$ cat config.mk
export PLATFORM = sky130hd
export DESIGN_NAME = sar_conversion_ctrl
export DESIGN_NICKNAME = d
export VERILOG_FILES = /design/src/sar_ctrl_pkg.sv /design/src/sar_register.sv /design/src/result_fifo.sv /design/src/sar_conversion_ctrl.sv
export SDC_FILE = /design/constraint.sdc
export NUM_CORES = 1
export LEC_CHECK = 0
export BUFFER_PORTS_ARGS = -buffer_cell sky130_fd_sc_hd__buf_2
export CAP_MARGIN = 40
export CELL_PAD_IN_SITES_DETAIL_PLACEMENT = 1
export CELL_PAD_IN_SITES_GLOBAL_PLACEMENT = 2
export CORE_MARGIN = 2
export CORE_UTILIZATION = 43
export CTS_CLUSTER_DIAMETER = 150
export CTS_CLUSTER_SIZE = 14
export DETAILED_ROUTE_END_ITERATION = 10
export HOLD_SLACK_MARGIN = 0.02
export PLACE_DENSITY = 0.87
export SLEW_MARGIN = 0
export SYNTH_ARGS = -nofsm -noshare
export SYNTH_HDL_FRONTEND = slang
export SYNTH_SLANG_ARGS = --single-unit
$ cat constraint.sdc
create_clock -name i_sys_clk -period 4.3 [get_ports i_sys_clk]
set_input_delay 0.86 -clock i_sys_clk [delete_from_list [all_inputs] [get_ports i_sys_clk]]
set_output_delay 0.86 -clock i_sys_clk [all_outputs]
set_load 0.01 [all_outputs]
$ cat src/sar_ctrl_pkg.sv
// Shared constants, register map and state encoding of the conversion controller.
package sar_ctrl_pkg;

    // Result word and output coding.
    localparam int RESULT_W = 16;
    localparam logic [15:0] CODE_MSB_FLIP = 16'h8000;
    localparam logic [15:0] CODE_TOP = 16'hFFFF;
    localparam logic [15:0] CODE_BOTTOM = 16'h0000;

    // Register port geometry and map.
    localparam int ADDR_W = 4;
    localparam int DATA_W = 32;
    localparam logic [3:0] REG_STATUS = 4'h0;
    localparam logic [3:0] REG_RESULT = 4'h4;
    localparam logic [3:0] REG_LAST = 4'h8;
    localparam logic [3:0] REG_CTRL = 4'hC;

    // Field positions.
    localparam int CTRL_CAPTURE_BIT = 0;
    localparam int CTRL_FLUSH_BIT = 1;
    localparam int STAT_BUSY_BIT = 0;
    localparam int STAT_PD_BIT = 1;
    localparam int STAT_CAPTURE_BIT = 2;
    localparam int STAT_COUNT_LSB = 8;
    localparam int RESULT_VALID_BIT = 31;
    localparam logic CTRL_CAPTURE_RESET = 1'b1;

    // Buffering.
    localparam int FIFO_DEPTH = 16;

    // Timing: times in ns, cycle counts derived from the 50 ns clock (least times round up).
    localparam int CLK_PERIOD_NS = 50;
    localparam int STEP_TIME_NS = 100;
    localparam int ACQ_TIME_NS = 400;
    localparam int STEP_CYCLES = (STEP_TIME_NS + CLK_PERIOD_NS - 1) / CLK_PERIOD_NS;
    localparam int ACQ_CYCLES = (ACQ_TIME_NS + CLK_PERIOD_NS - 1) / CLK_PERIOD_NS;
    localparam int CNT_W = 16;

    // Controller states.
    typedef enum logic [1:0] {
        ST_IDLE,
        ST_CONVERT,
        ST_FORM,
        ST_ACQUIRE
    } conv_state_t;

endpackage

$ cat src/sar_register.sv
// Successive-approximation bit register: trial word and bit pointer.
`timescale 1ns/1ps
module sar_register #(
    parameter int WIDTH = 16
) (
    input wire logic i_sys_clk, // System clock.
    input wire logic i_reset, // Synchronous reset, active high.
    input wire logic i_load, // Start a new search with the MSB on trial.
    input wire logic i_step, // Resolve the bit under trial now.
    input wire logic i_keep, // Comparator says the trial bit stays set.
    output logic [WIDTH-1:0] o_trial, // Current trial word for the DAC.
    output logic o_done // One-cycle pulse after the last bit is resolved.
);

    localparam int IDX_W = $clog2(WIDTH);

    typedef struct packed {
        logic [WIDTH-1:0] code;
        logic [IDX_W-1:0] idx;
        logic active;
        logic done;
    } sar_regs_t;

    localparam sar_regs_t SAR_RESET = '{code: '0, idx: '0, active: 1'b0, done: 1'b0};

    sar_regs_t q;
    sar_regs_t d;

    // Each step either keeps or drops the bit under trial, then puts the next lower one on trial; the step on bit 0 ends the search instead.
    always_comb begin
        d = q;
        d.done = 1'b0;
        if (i_load) begin
            d.code = '0;
            d.code[WIDTH-1] = 1'b1;
            d.idx = IDX_W'(WIDTH - 1);
            d.active = 1'b1;
        end else if (i_step && q.active) begin
            d.code[q.idx] = i_keep;
            if (q.idx == '0) begin
                d.active = 1'b0;
                d.done = 1'b1;
            end else begin
                d.idx = q.idx - IDX_W'(1);
                d.code[q.idx - IDX_W'(1)] = 1'b1;
            end
        end
    end

    // State register.
    always_ff @(posedge i_sys_clk) begin
        if (i_reset) begin
            q <= SAR_RESET;
        end else begin
            q <= d;
        end
    end

    assign o_trial = q.code;
    assign o_done = q.done;

endmodule // sar_register

$ cat src/result_fifo.sv
// Synchronous result FIFO with valid/ready on both sides and a flush.
`timescale 1ns/1ps
module result_fifo #(
    parameter int WIDTH = 16,
    parameter int DEPTH = 16
) (
    input wire logic i_sys_clk, // System clock.
    input wire logic i_reset, // Synchronous reset, active high.
    input wire logic i_flush, // Empty the FIFO; wins over a push.
    input wire logic i_in_valid, // Writer offers a word.
    output logic o_in_ready, // FIFO has room.
    input wire logic [WIDTH-1:0] i_in_data, // Word offered.
    output logic o_out_valid, // Head word present.
    input wire logic i_out_ready, // Reader takes the head word.
    output logic [WIDTH-1:0] o_out_data, // Head word.
    output logic [$clog2(DEPTH+1)-1:0] o_count // Words held.
);

    localparam int PTR_W = $clog2(DEPTH);
    localparam int CNT_W = $clog2(DEPTH + 1);

    typedef struct packed {
        logic [DEPTH-1:0][WIDTH-1:0] mem;
        logic [PTR_W-1:0] wr_ptr;
        logic [PTR_W-1:0] rd_ptr;
        logic [CNT_W-1:0] count;
    } fifo_regs_t;

    fifo_regs_t q;
    fifo_regs_t d;
    logic push;
    logic pop;

    // Push and pop may happen in the same cycle; the count then stays put.
    always_comb begin
        d = q;
        push = i_in_valid && (q.count != CNT_W'(DEPTH));
        pop = i_out_ready && (q.count != '0);
        if (i_flush) begin
            d.wr_ptr = '0;
            d.rd_ptr = '0;
            d.count = '0;
        end else begin
            if (push) begin
                d.mem[q.wr_ptr] = i_in_data;
                d.wr_ptr = (q.wr_ptr == PTR_W'(DEPTH - 1)) ? '0 : q.wr_ptr + PTR_W'(1);
            end
            if (pop) begin
                d.rd_ptr = (q.rd_ptr == PTR_W'(DEPTH - 1)) ? '0 : q.rd_ptr + PTR_W'(1);
            end
            if (push && !pop) begin
                d.count = q.count + CNT_W'(1);
            end else if (pop && !push) begin
                d.count = q.count - CNT_W'(1);
            end
        end
    end

    // The storage itself needs no reset; only the pointers and the count do.
    always_ff @(posedge i_sys_clk) begin
        if (i_reset) begin
            q.wr_ptr <= '0;
            q.rd_ptr <= '0;
            q.count <= '0;
            q.mem <= q.mem;
        end else begin
            q <= d;
        end
    end

    assign o_in_ready = (q.count != CNT_W'(DEPTH));
    assign o_out_valid = (q.count != '0);
    assign o_out_data = q.mem[q.rd_ptr];
    assign o_count = q.count;

endmodule // result_fifo

$ cat src/sar_conversion_ctrl.sv
// Conversion controller: start detection, bit search, output coding and result port.
//
// Behaviour
// A falling convert_start_n ends acquisition and starts a conversion.
// The input is held at conversion start; later input changes are ignored.
// Sixteen bits are resolved by successive approximation, MSB first.
// After the search the code word is formed, then busy drops.
// Each result is ready at the end of its own conversion, no latency.
// The coding_select level picks straight binary or twos complement.
// Twos complement equals straight binary with the MSB inverted.
// Over-range input saturates to FFFF binary, 7FFF twos complement.
// Under-range input saturates to 0000 binary, 8000 twos complement.
// A running conversion is never restarted or aborted, not even by powerdown.
// convert_start_n low when busy drops gives timed acquisition, then auto restart.
// Busy rises when a conversion begins and stays high until the result is valid.
// The host trusts a result only after busy returned low.
//
// Chosen here: the register addresses and strobed register access.
`timescale 1ns/1ps
module sar_conversion_ctrl #(
    parameter int STEP_CYCLES = sar_ctrl_pkg::STEP_CYCLES,
    parameter int ACQ_CYCLES = sar_ctrl_pkg::ACQ_CYCLES,
    parameter int FIFO_DEPTH = sar_ctrl_pkg::FIFO_DEPTH
) (
    input wire logic i_sys_clk, // System clock, 20 MHz.
    input wire logic i_reset, // Synchronous reset, active high.
    input wire logic i_convert_start_n, // Convert start, active low.
    input wire logic i_coding_select, // High: straight binary, low: twos complement.
    input wire logic i_powerdown_input, // High: no new conversion is started.
    input wire logic i_comp_above, // Comparator: held input at or above DAC trial.
    input wire logic i_over_range, // Front end: held input above the reference span.
    input wire logic i_under_range, // Front end: held input below input_ground_sense.
    output logic o_busy, // Conversion in progress.
    output logic o_hold, // Sampling switches open, input held.
    output logic [15:0] o_dac_code, // Trial word driving the capacitor DAC.
    output logic [15:0] o_result, // Last completed result in the selected coding.
    input wire logic [3:0] i_addr, // Register byte address.
    input wire logic [31:0] i_wr_data, // Register write data.
    input wire logic i_wr_en, // Register write strobe.
    input wire logic i_rd_en, // Register read strobe.
    output logic [31:0] o_rd_data // Read data, valid the cycle after i_rd_en.
);

    localparam int CNT_W = sar_ctrl_pkg::CNT_W;
    localparam int FCNT_W = $clog2(FIFO_DEPTH + 1);

    typedef struct packed {
        sar_ctrl_pkg::conv_state_t state;
        logic start_prev;
        logic [CNT_W-1:0] step_cnt;
        logic [CNT_W-1:0] acq_cnt;
        logic over;
        logic under;
        logic busy;
        logic hold;
        logic [15:0] result;
        logic capture_en;
        logic flush;
        logic [31:0] rd_data;
    } ctrl_regs_t;

    localparam ctrl_regs_t CTRL_RESET = '{
        state: sar_ctrl_pkg::ST_IDLE,
        start_prev: 1'b1,
        step_cnt: '0,
        acq_cnt: '0,
        over: 1'b0,
        under: 1'b0,
        busy: 1'b0,
        hold: 1'b0,
        result: 16'h0000,
        capture_en: sar_ctrl_pkg::CTRL_CAPTURE_RESET,
        flush: 1'b0,
        rd_data: 32'h0000_0000
    };

    ctrl_regs_t q;
    ctrl_regs_t d;

    // Submodule wiring.
    logic sar_load;
    logic sar_step;
    logic [15:0] sar_trial;
    logic sar_done;
    logic fifo_in_valid;
    logic fifo_in_ready;
    logic fifo_out_valid;
    logic fifo_out_ready;
    logic [15:0] fifo_out_data;
    logic [FCNT_W-1:0] fifo_count;
    logic [15:0] formed_code;
    logic start_edge;
    logic result_taken;

    // Turn the raw search word into the output code, clamping out-of-range samples first.
    function automatic logic [15:0] format_code(
        input logic [15:0] search,
        input logic binary_sel,
        input logic over,
        input logic under
    );
        logic [15:0] straight;
        straight = search;
        if (over) begin
            straight = sar_ctrl_pkg::CODE_TOP;
        end else if (under) begin
            straight = sar_ctrl_pkg::CODE_BOTTOM;
        end
        if (binary_sel) begin
            format_code = straight;
        end else begin
            format_code = straight ^ sar_ctrl_pkg::CODE_MSB_FLIP;
        end
    endfunction

    // Bit search engine; its trial word drives the DAC pins directly.
    sar_register #(
        .WIDTH(sar_ctrl_pkg::RESULT_W)
    ) u_sar (
        .i_sys_clk(i_sys_clk),
        .i_reset(i_reset),
        .i_load(sar_load),
        .i_step(sar_step),
        .i_keep(i_comp_above),
        .o_trial(sar_trial),
        .o_done(sar_done)
    );

    // Results queue here so software may fall behind the conversion rate.
    result_fifo #(
        .WIDTH(sar_ctrl_pkg::RESULT_W),
        .DEPTH(FIFO_DEPTH)
    ) u_fifo (
        .i_sys_clk(i_sys_clk),
        .i_reset(i_reset),
        .i_flush(q.flush),
        .i_in_valid(fifo_in_valid),
        .o_in_ready(fifo_in_ready),
        .i_in_data(formed_code),
        .o_out_valid(fifo_out_valid),
        .i_out_ready(fifo_out_ready),
        .o_out_data(fifo_out_data),
        .o_count(fifo_count)
    );

    // Inputs are synchronous, so a falling edge is a high-to-low pair of samples.
    assign start_edge = q.start_prev && !i_convert_start_n;

    // The code uses the range flags latched at hold time, but coding_select is read live when the word is formed.
    assign formed_code = format_code(sar_trial, i_coding_select, q.over, q.under);

    // A full FIFO stalls the end of a conversion instead of dropping the word.
    assign fifo_in_valid = (q.state == sar_ctrl_pkg::ST_FORM) && q.capture_en;
    assign result_taken = (q.state == sar_ctrl_pkg::ST_FORM) && (!q.capture_en || fifo_in_ready);

    // A read of the result register pops the head word when there is one.
    assign fifo_out_ready = i_rd_en && (i_addr == sar_ctrl_pkg::REG_RESULT) && fifo_out_valid;

    // Step pulses pace the search so the comparator settles before each decision.
    assign sar_step = (q.state == sar_ctrl_pkg::ST_CONVERT)
                      && (q.step_cnt == CNT_W'(STEP_CYCLES - 1));

    // Conversion sequencer.
    always_comb begin
        d = q;
        d.start_prev = i_convert_start_n;
        d.flush = 1'b0;
        sar_load = 1'b0;
        case (q.state)
            sar_ctrl_pkg::ST_IDLE: begin
                // Powerdown only blocks a new start; it never touches a running one.
                if (start_edge && !i_powerdown_input) begin
                    sar_load = 1'b1;
                    d.state = sar_ctrl_pkg::ST_CONVERT;
                    d.hold = 1'b1;
                    d.busy = 1'b1;
                    d.over = i_over_range;
                    d.under = i_under_range;
                    d.step_cnt = '0;
                end
            end
            sar_ctrl_pkg::ST_CONVERT: begin
                // Further start edges and powerdown are ignored until the search ends.
                if (sar_done) begin
                    d.state = sar_ctrl_pkg::ST_FORM;
                end else if (sar_step) begin
                    d.step_cnt = '0;
                end else begin
                    d.step_cnt = q.step_cnt + CNT_W'(1);
                end
            end
            sar_ctrl_pkg::ST_FORM: begin
                // The word lands in the result register on the same edge busy drops.
                if (result_taken) begin
                    d.result = formed_code;
                    d.busy = 1'b0;
                    d.hold = 1'b0;
                    d.acq_cnt = '0;
                    if (!i_convert_start_n) begin
                        d.state = sar_ctrl_pkg::ST_ACQUIRE;
                    end else begin
                        d.state = sar_ctrl_pkg::ST_IDLE;
                    end
                end
            end
            sar_ctrl_pkg::ST_ACQUIRE: begin
                // Self-timed acquisition; releasing the start input ends the free run.
                if (i_convert_start_n || i_powerdown_input) begin
                    d.state = sar_ctrl_pkg::ST_IDLE;
                end else if (q.acq_cnt == CNT_W'(ACQ_CYCLES - 1)) begin
                    sar_load = 1'b1;
                    d.state = sar_ctrl_pkg::ST_CONVERT;
                    d.hold = 1'b1;
                    d.busy = 1'b1;
                    d.over = i_over_range;
                    d.under = i_under_range;
                    d.step_cnt = '0;
                end else begin
                    d.acq_cnt = q.acq_cnt + CNT_W'(1);
                end
            end
            default: begin
                d.state = sar_ctrl_pkg::ST_IDLE;
            end
        endcase

        // Register writes; unmapped addresses are ignored.
        if (i_wr_en && (i_addr == sar_ctrl_pkg::REG_CTRL)) begin
            d.capture_en = i_wr_data[sar_ctrl_pkg::CTRL_CAPTURE_BIT];
            d.flush = i_wr_data[sar_ctrl_pkg::CTRL_FLUSH_BIT];
        end

        // Register reads answer in the next cycle only; unmapped addresses read zero.
        d.rd_data = 32'h0000_0000;
        if (i_rd_en) begin
            if (i_addr == sar_ctrl_pkg::REG_STATUS) begin
                d.rd_data[sar_ctrl_pkg::STAT_BUSY_BIT] = q.busy;
                d.rd_data[sar_ctrl_pkg::STAT_PD_BIT] = i_powerdown_input;
                d.rd_data[sar_ctrl_pkg::STAT_CAPTURE_BIT] = q.capture_en;
                d.rd_data[sar_ctrl_pkg::STAT_COUNT_LSB +: FCNT_W] = fifo_count;
            end else if (i_addr == sar_ctrl_pkg::REG_RESULT) begin
                if (fifo_out_valid) begin
                    d.rd_data[15:0] = fifo_out_data;
                    d.rd_data[sar_ctrl_pkg::RESULT_VALID_BIT] = 1'b1;
                end
            end else if (i_addr == sar_ctrl_pkg::REG_LAST) begin
                d.rd_data[15:0] = q.result;
            end else if (i_addr == sar_ctrl_pkg::REG_CTRL) begin
                d.rd_data[sar_ctrl_pkg::CTRL_CAPTURE_BIT] = q.capture_en;
            end
        end
    end

    // State register.
    always_ff @(posedge i_sys_clk) begin
        if (i_reset) begin
            q <= CTRL_RESET;
        end else begin
            q <= d;
        end
    end

    // Every output comes straight from a flip-flop.
    assign o_busy = q.busy;
    assign o_hold = q.hold;
    assign o_dac_code = sar_trial;
    assign o_result = q.result;
    assign o_rd_data = q.rd_data;

endmodule // sar_conversion_ctrl

==> summary.md <==
| Metric | Value |
|---|---|
| Cell area after layout | 0.0169 mm2 |
| CP max-delay cell | or4_4 |
| Vias | 9249 |
| Crit path DAT | 3.60 ns |
| Cts bufs inserted | 29 |
| Final slew viol count | 0 |
| Worst path bufs/invs | 1 |
| Power share of the clock group | 0.324 |
| Pwr Total | 7.66 mW |
| Fraction of layout cells with a size suffix above 1 | 0.202 |
| Global-route wire length before repair | 58.9 mm |
| Routed Antenna Nets | 0 |
| CP endpoint kind | flop |
| FF+latch area | 0.00985 mm2 |
| Met1 wire length | 16.7 mm |
| Fin util | 0.475 |
| Fin cells | 1575 |
| Top cell type's share of synthesized area | 0.498 |
| Drt pass-1 iters | 4 |
| FF+latch count, synth | 364 |
| CTS tree | done |
| Number of global-route vias before repair | 9595 |
| Lkg Pwr | 5.65 nW |
| Die Y | 193 um |
| Clock root cell | clkbuf_16 |
| Post-CTS sizing | 0 |
| Detailed placement HPWL | 25.3 mm |
| Synth warn | 0 |
| Gr usage total | 0.204 |
| Period minus WS final | 3.10 ns |
| Rel. slew slack | 0.392 |
| Cell taking the most area after synthesis | edfxtp_1 |
| PD cells | 454 mW/mm2 |
| I/O pins | 112 |
| RSZ-0062 raised after global routing | false |
| Avg Vias per Cell | 5.87 |
| Syn Area/Cell | 14.5 um2 |
| Post-Place Cells | 1524 |
| Fillers | 3486 |
| Yosys cell types | 59 |
| Type of origin of the critical path | flop |
| Seq/Total Area, Yosys | 0.638 |
| Number of port buffers | 66 |
| Top cells by area, synth | edfxtp_1 50%, dfxtp_1 14%, mux4_2 11%, buf_4 3.3%, a21oi_1 1.8% |
| Critical path peak fanout | 6 |
| Area after DPL | 0.0160 mm2 |
| Syn Inst Count | 1065 |
| Req. time, crit path | 4.80 ns |
| Final Hold Vio Count | 0 |
| Overflow after GRT | 0 |
| Comb pwr share | 0.136 |
| Initial Utilization | 0.435 |
| Multi-input combinational cell area | 0.00486 mm2 |
| Wire length on met2 | 18.9 mm |
| Commonest cells in the netlist | 256 x edfxtp_1, 108 x dfxtp_1, 72 x mux4_2 |
| Sequential power share | 0.540 |
| H-Tree Depth | 1 |
| Mapped cell area | 0.0154 mm2 |
| IR drop worst, VDD | 322 uV |
| Clk buf depth | 3 |
| Final cycle utilization of the critical path | 0.721 |
| Max incr delay on CP | 0.57 ns |
| Max layer used | met4 |
| Most common cell in the netlist | edfxtp_1 |
| Worst Setup Path Type | reg2reg |
| Synth-to-Final Area Change | 9.30% |
| Status | complete, no violations |
| Chip width | 193 um |
| Post-CTS Setup Bufs | 0 |
| Full die area | 0.0374 mm2 |
| Total Neg Setup Slack | 0 ns |
| Pint | 5.63 mW |
| NetSw | 2.03 mW |
| Net count reported at finish | 1159 |
| Ys async rst share | 0 |
| Post-CTS Hold Fix Bufs | 0 |
| Worst slew pin tran | 0.912 ns |
| Post-synth top flop | edfxtp_1 |
| Wirelength per Cell | 24.3 um |
| Clk pin slew, worst setup/hold paths | 0.07 ns |
| Worst min-delay path class | reg2reg |
| DR iter-0 viols | 572 |
| Largest net degree at the start of global routing | 41 |
| Diode count | 0 |
| Maxcap violations | 0 |
| Core Rows | 69 |
| Core Region | 0.0355 mm2 |
| Routed length on met3 | 1.87 mm |
| Worst skew pair latency | 0.57 ns |
| Drt drc | 0 |
| Antenna violations before repair | 0 |
| Crit-path cells | or4_4 > o2111a_1 > nand2_1 > ha_1 > inv_1 > fa_1 > a21o_1 > a21oi_1 > xnor2_1 > or3_1 > a21oi_1 |
| Final Skew | 0.00893 ns |
| Final WL | 38.3 mm |
| Gpl congestion | 0.815 |
| Final setup fails | 0 |
| Crit-path leading delay family | simple AND/OR/NAND/NOR gates |
| CP most frequent cell | a21oi_1 |
| Sw frac | 0.265 |
| Clk sink count | 364 |
| Max Clk Rate | 323 MHz |
| Post-synth EDFFs | 256 |
[cell families after synthesis]
family | share of synthesized area
other cells | 0.000243
compound gates | 0.0824
fa+ha+maj | 0.0159
buf+inv | 0.0525
mux | 0.122
simple gates | 0.0791
xor+xnor | 0.00965
flops | 0.638
[sequential cells by signal (all words and copies together), names as in the netlist]
| register | cells |
|---|---|
| u_fifo.o_count | 5 |
| o_rd_data | 17 |
| o_result | 16 |
| q | 39 |
| o_busy | 1 |
| u_sar.o_done | 1 |
| u_sar.o_trial | 16 |
| u_fifo.q | 264 |
| u_sar.q | 5 |
[worst min-delay path, delay by kind of cell, from the launching register on]
| kind | cells | cell delay (ns) |
|---|---|---|
| AO/OA/AOI/OAI | 2 | 0.11 |
| flip-flops | 1 | 0.32 |
[cell type report]
| class | instances | share of cell area |
|---|---|---|
| clock buffers | 50 | 0.0477 |
| multi-input cells | 569 | 0.288 |
| well taps | 461 | 0.0342 |
| inverters | 24 | 0.00534 |
| clock inverters | 1 | 0.00119 |
| flip-flops and latches | 364 | 0.584 |
| repair buffers | 106 | 0.0394 |
[placed cells by master (no fill, tap or decap), types with 12 or more instances in the layout]
cell type and instances:
buf_4 36, dfxtp_1 106, a21o_1 20, buf_2 66, inv_1 22, nor3_1 12
a22o_1 23, mux4_2 72, conb_1 15, or3_1 13, nand3_1 25, clkbuf_1 21
nand2_1 36, nand4_1 13, nor2_1 68, a21oi_1 56, o21ai_0 40, ha_1 18
xnor2_1 12, o31ai_1 12, clkbuf_16 29, edfxtp_1 256, mux2i_1 26
[through the flow]
| step | hold slack [ns] | setup WS, ns |
|---|---|---|
| final | 0.476 | 1.20 |
| after CTS | 0.479 | 1.21 |
| after global placement | 0.455 | 1.03 |
| after floorplan | 0.444 | 1.19 |
| after global routing | 0.499 | 1.03 |
| after detailed placement | 0.471 | 0.996 |
[worst paths after layout]
path                             startpoint                              to  slack, ns  depth (start not counted)
max          u_fifo.o_count[0]$_SDFFE_PP0P_  u_fifo.o_count[4]$_SDFFE_PP0P_       1.20                         11
min                      q[69]$_SDFFE_PP0P_              q[69]$_SDFFE_PP0P_       0.48                          2
max reg2reg  u_fifo.o_count[0]$_SDFFE_PP0P_  u_fifo.o_count[4]$_SDFFE_PP0P_       1.20                         11
min reg2reg              q[69]$_SDFFE_PP0P_              q[69]$_SDFFE_PP0P_       0.48                          2
[power groups by stage]
stage,logic (mW),registers [mW],clock network (mW)
after CTS,1.06,4.13,2.55
final,1.04,4.13,2.48
after global routing,1.15,4.14,2.66
after global placement,0.987,4.21,0
after floorplan,0.760,4.15,0
after detailed placement,1.05,4.21,0
[layer usage]
metal / track usage / vias up
met4: 0.0546 / 0
li1: - / 4104
met5: 0 / -
met3: 0.0244 / 58
met1: 0.284 / 4841
met2: 0.341 / 246
Note: power is estimated with default switching activity, not from simulation.
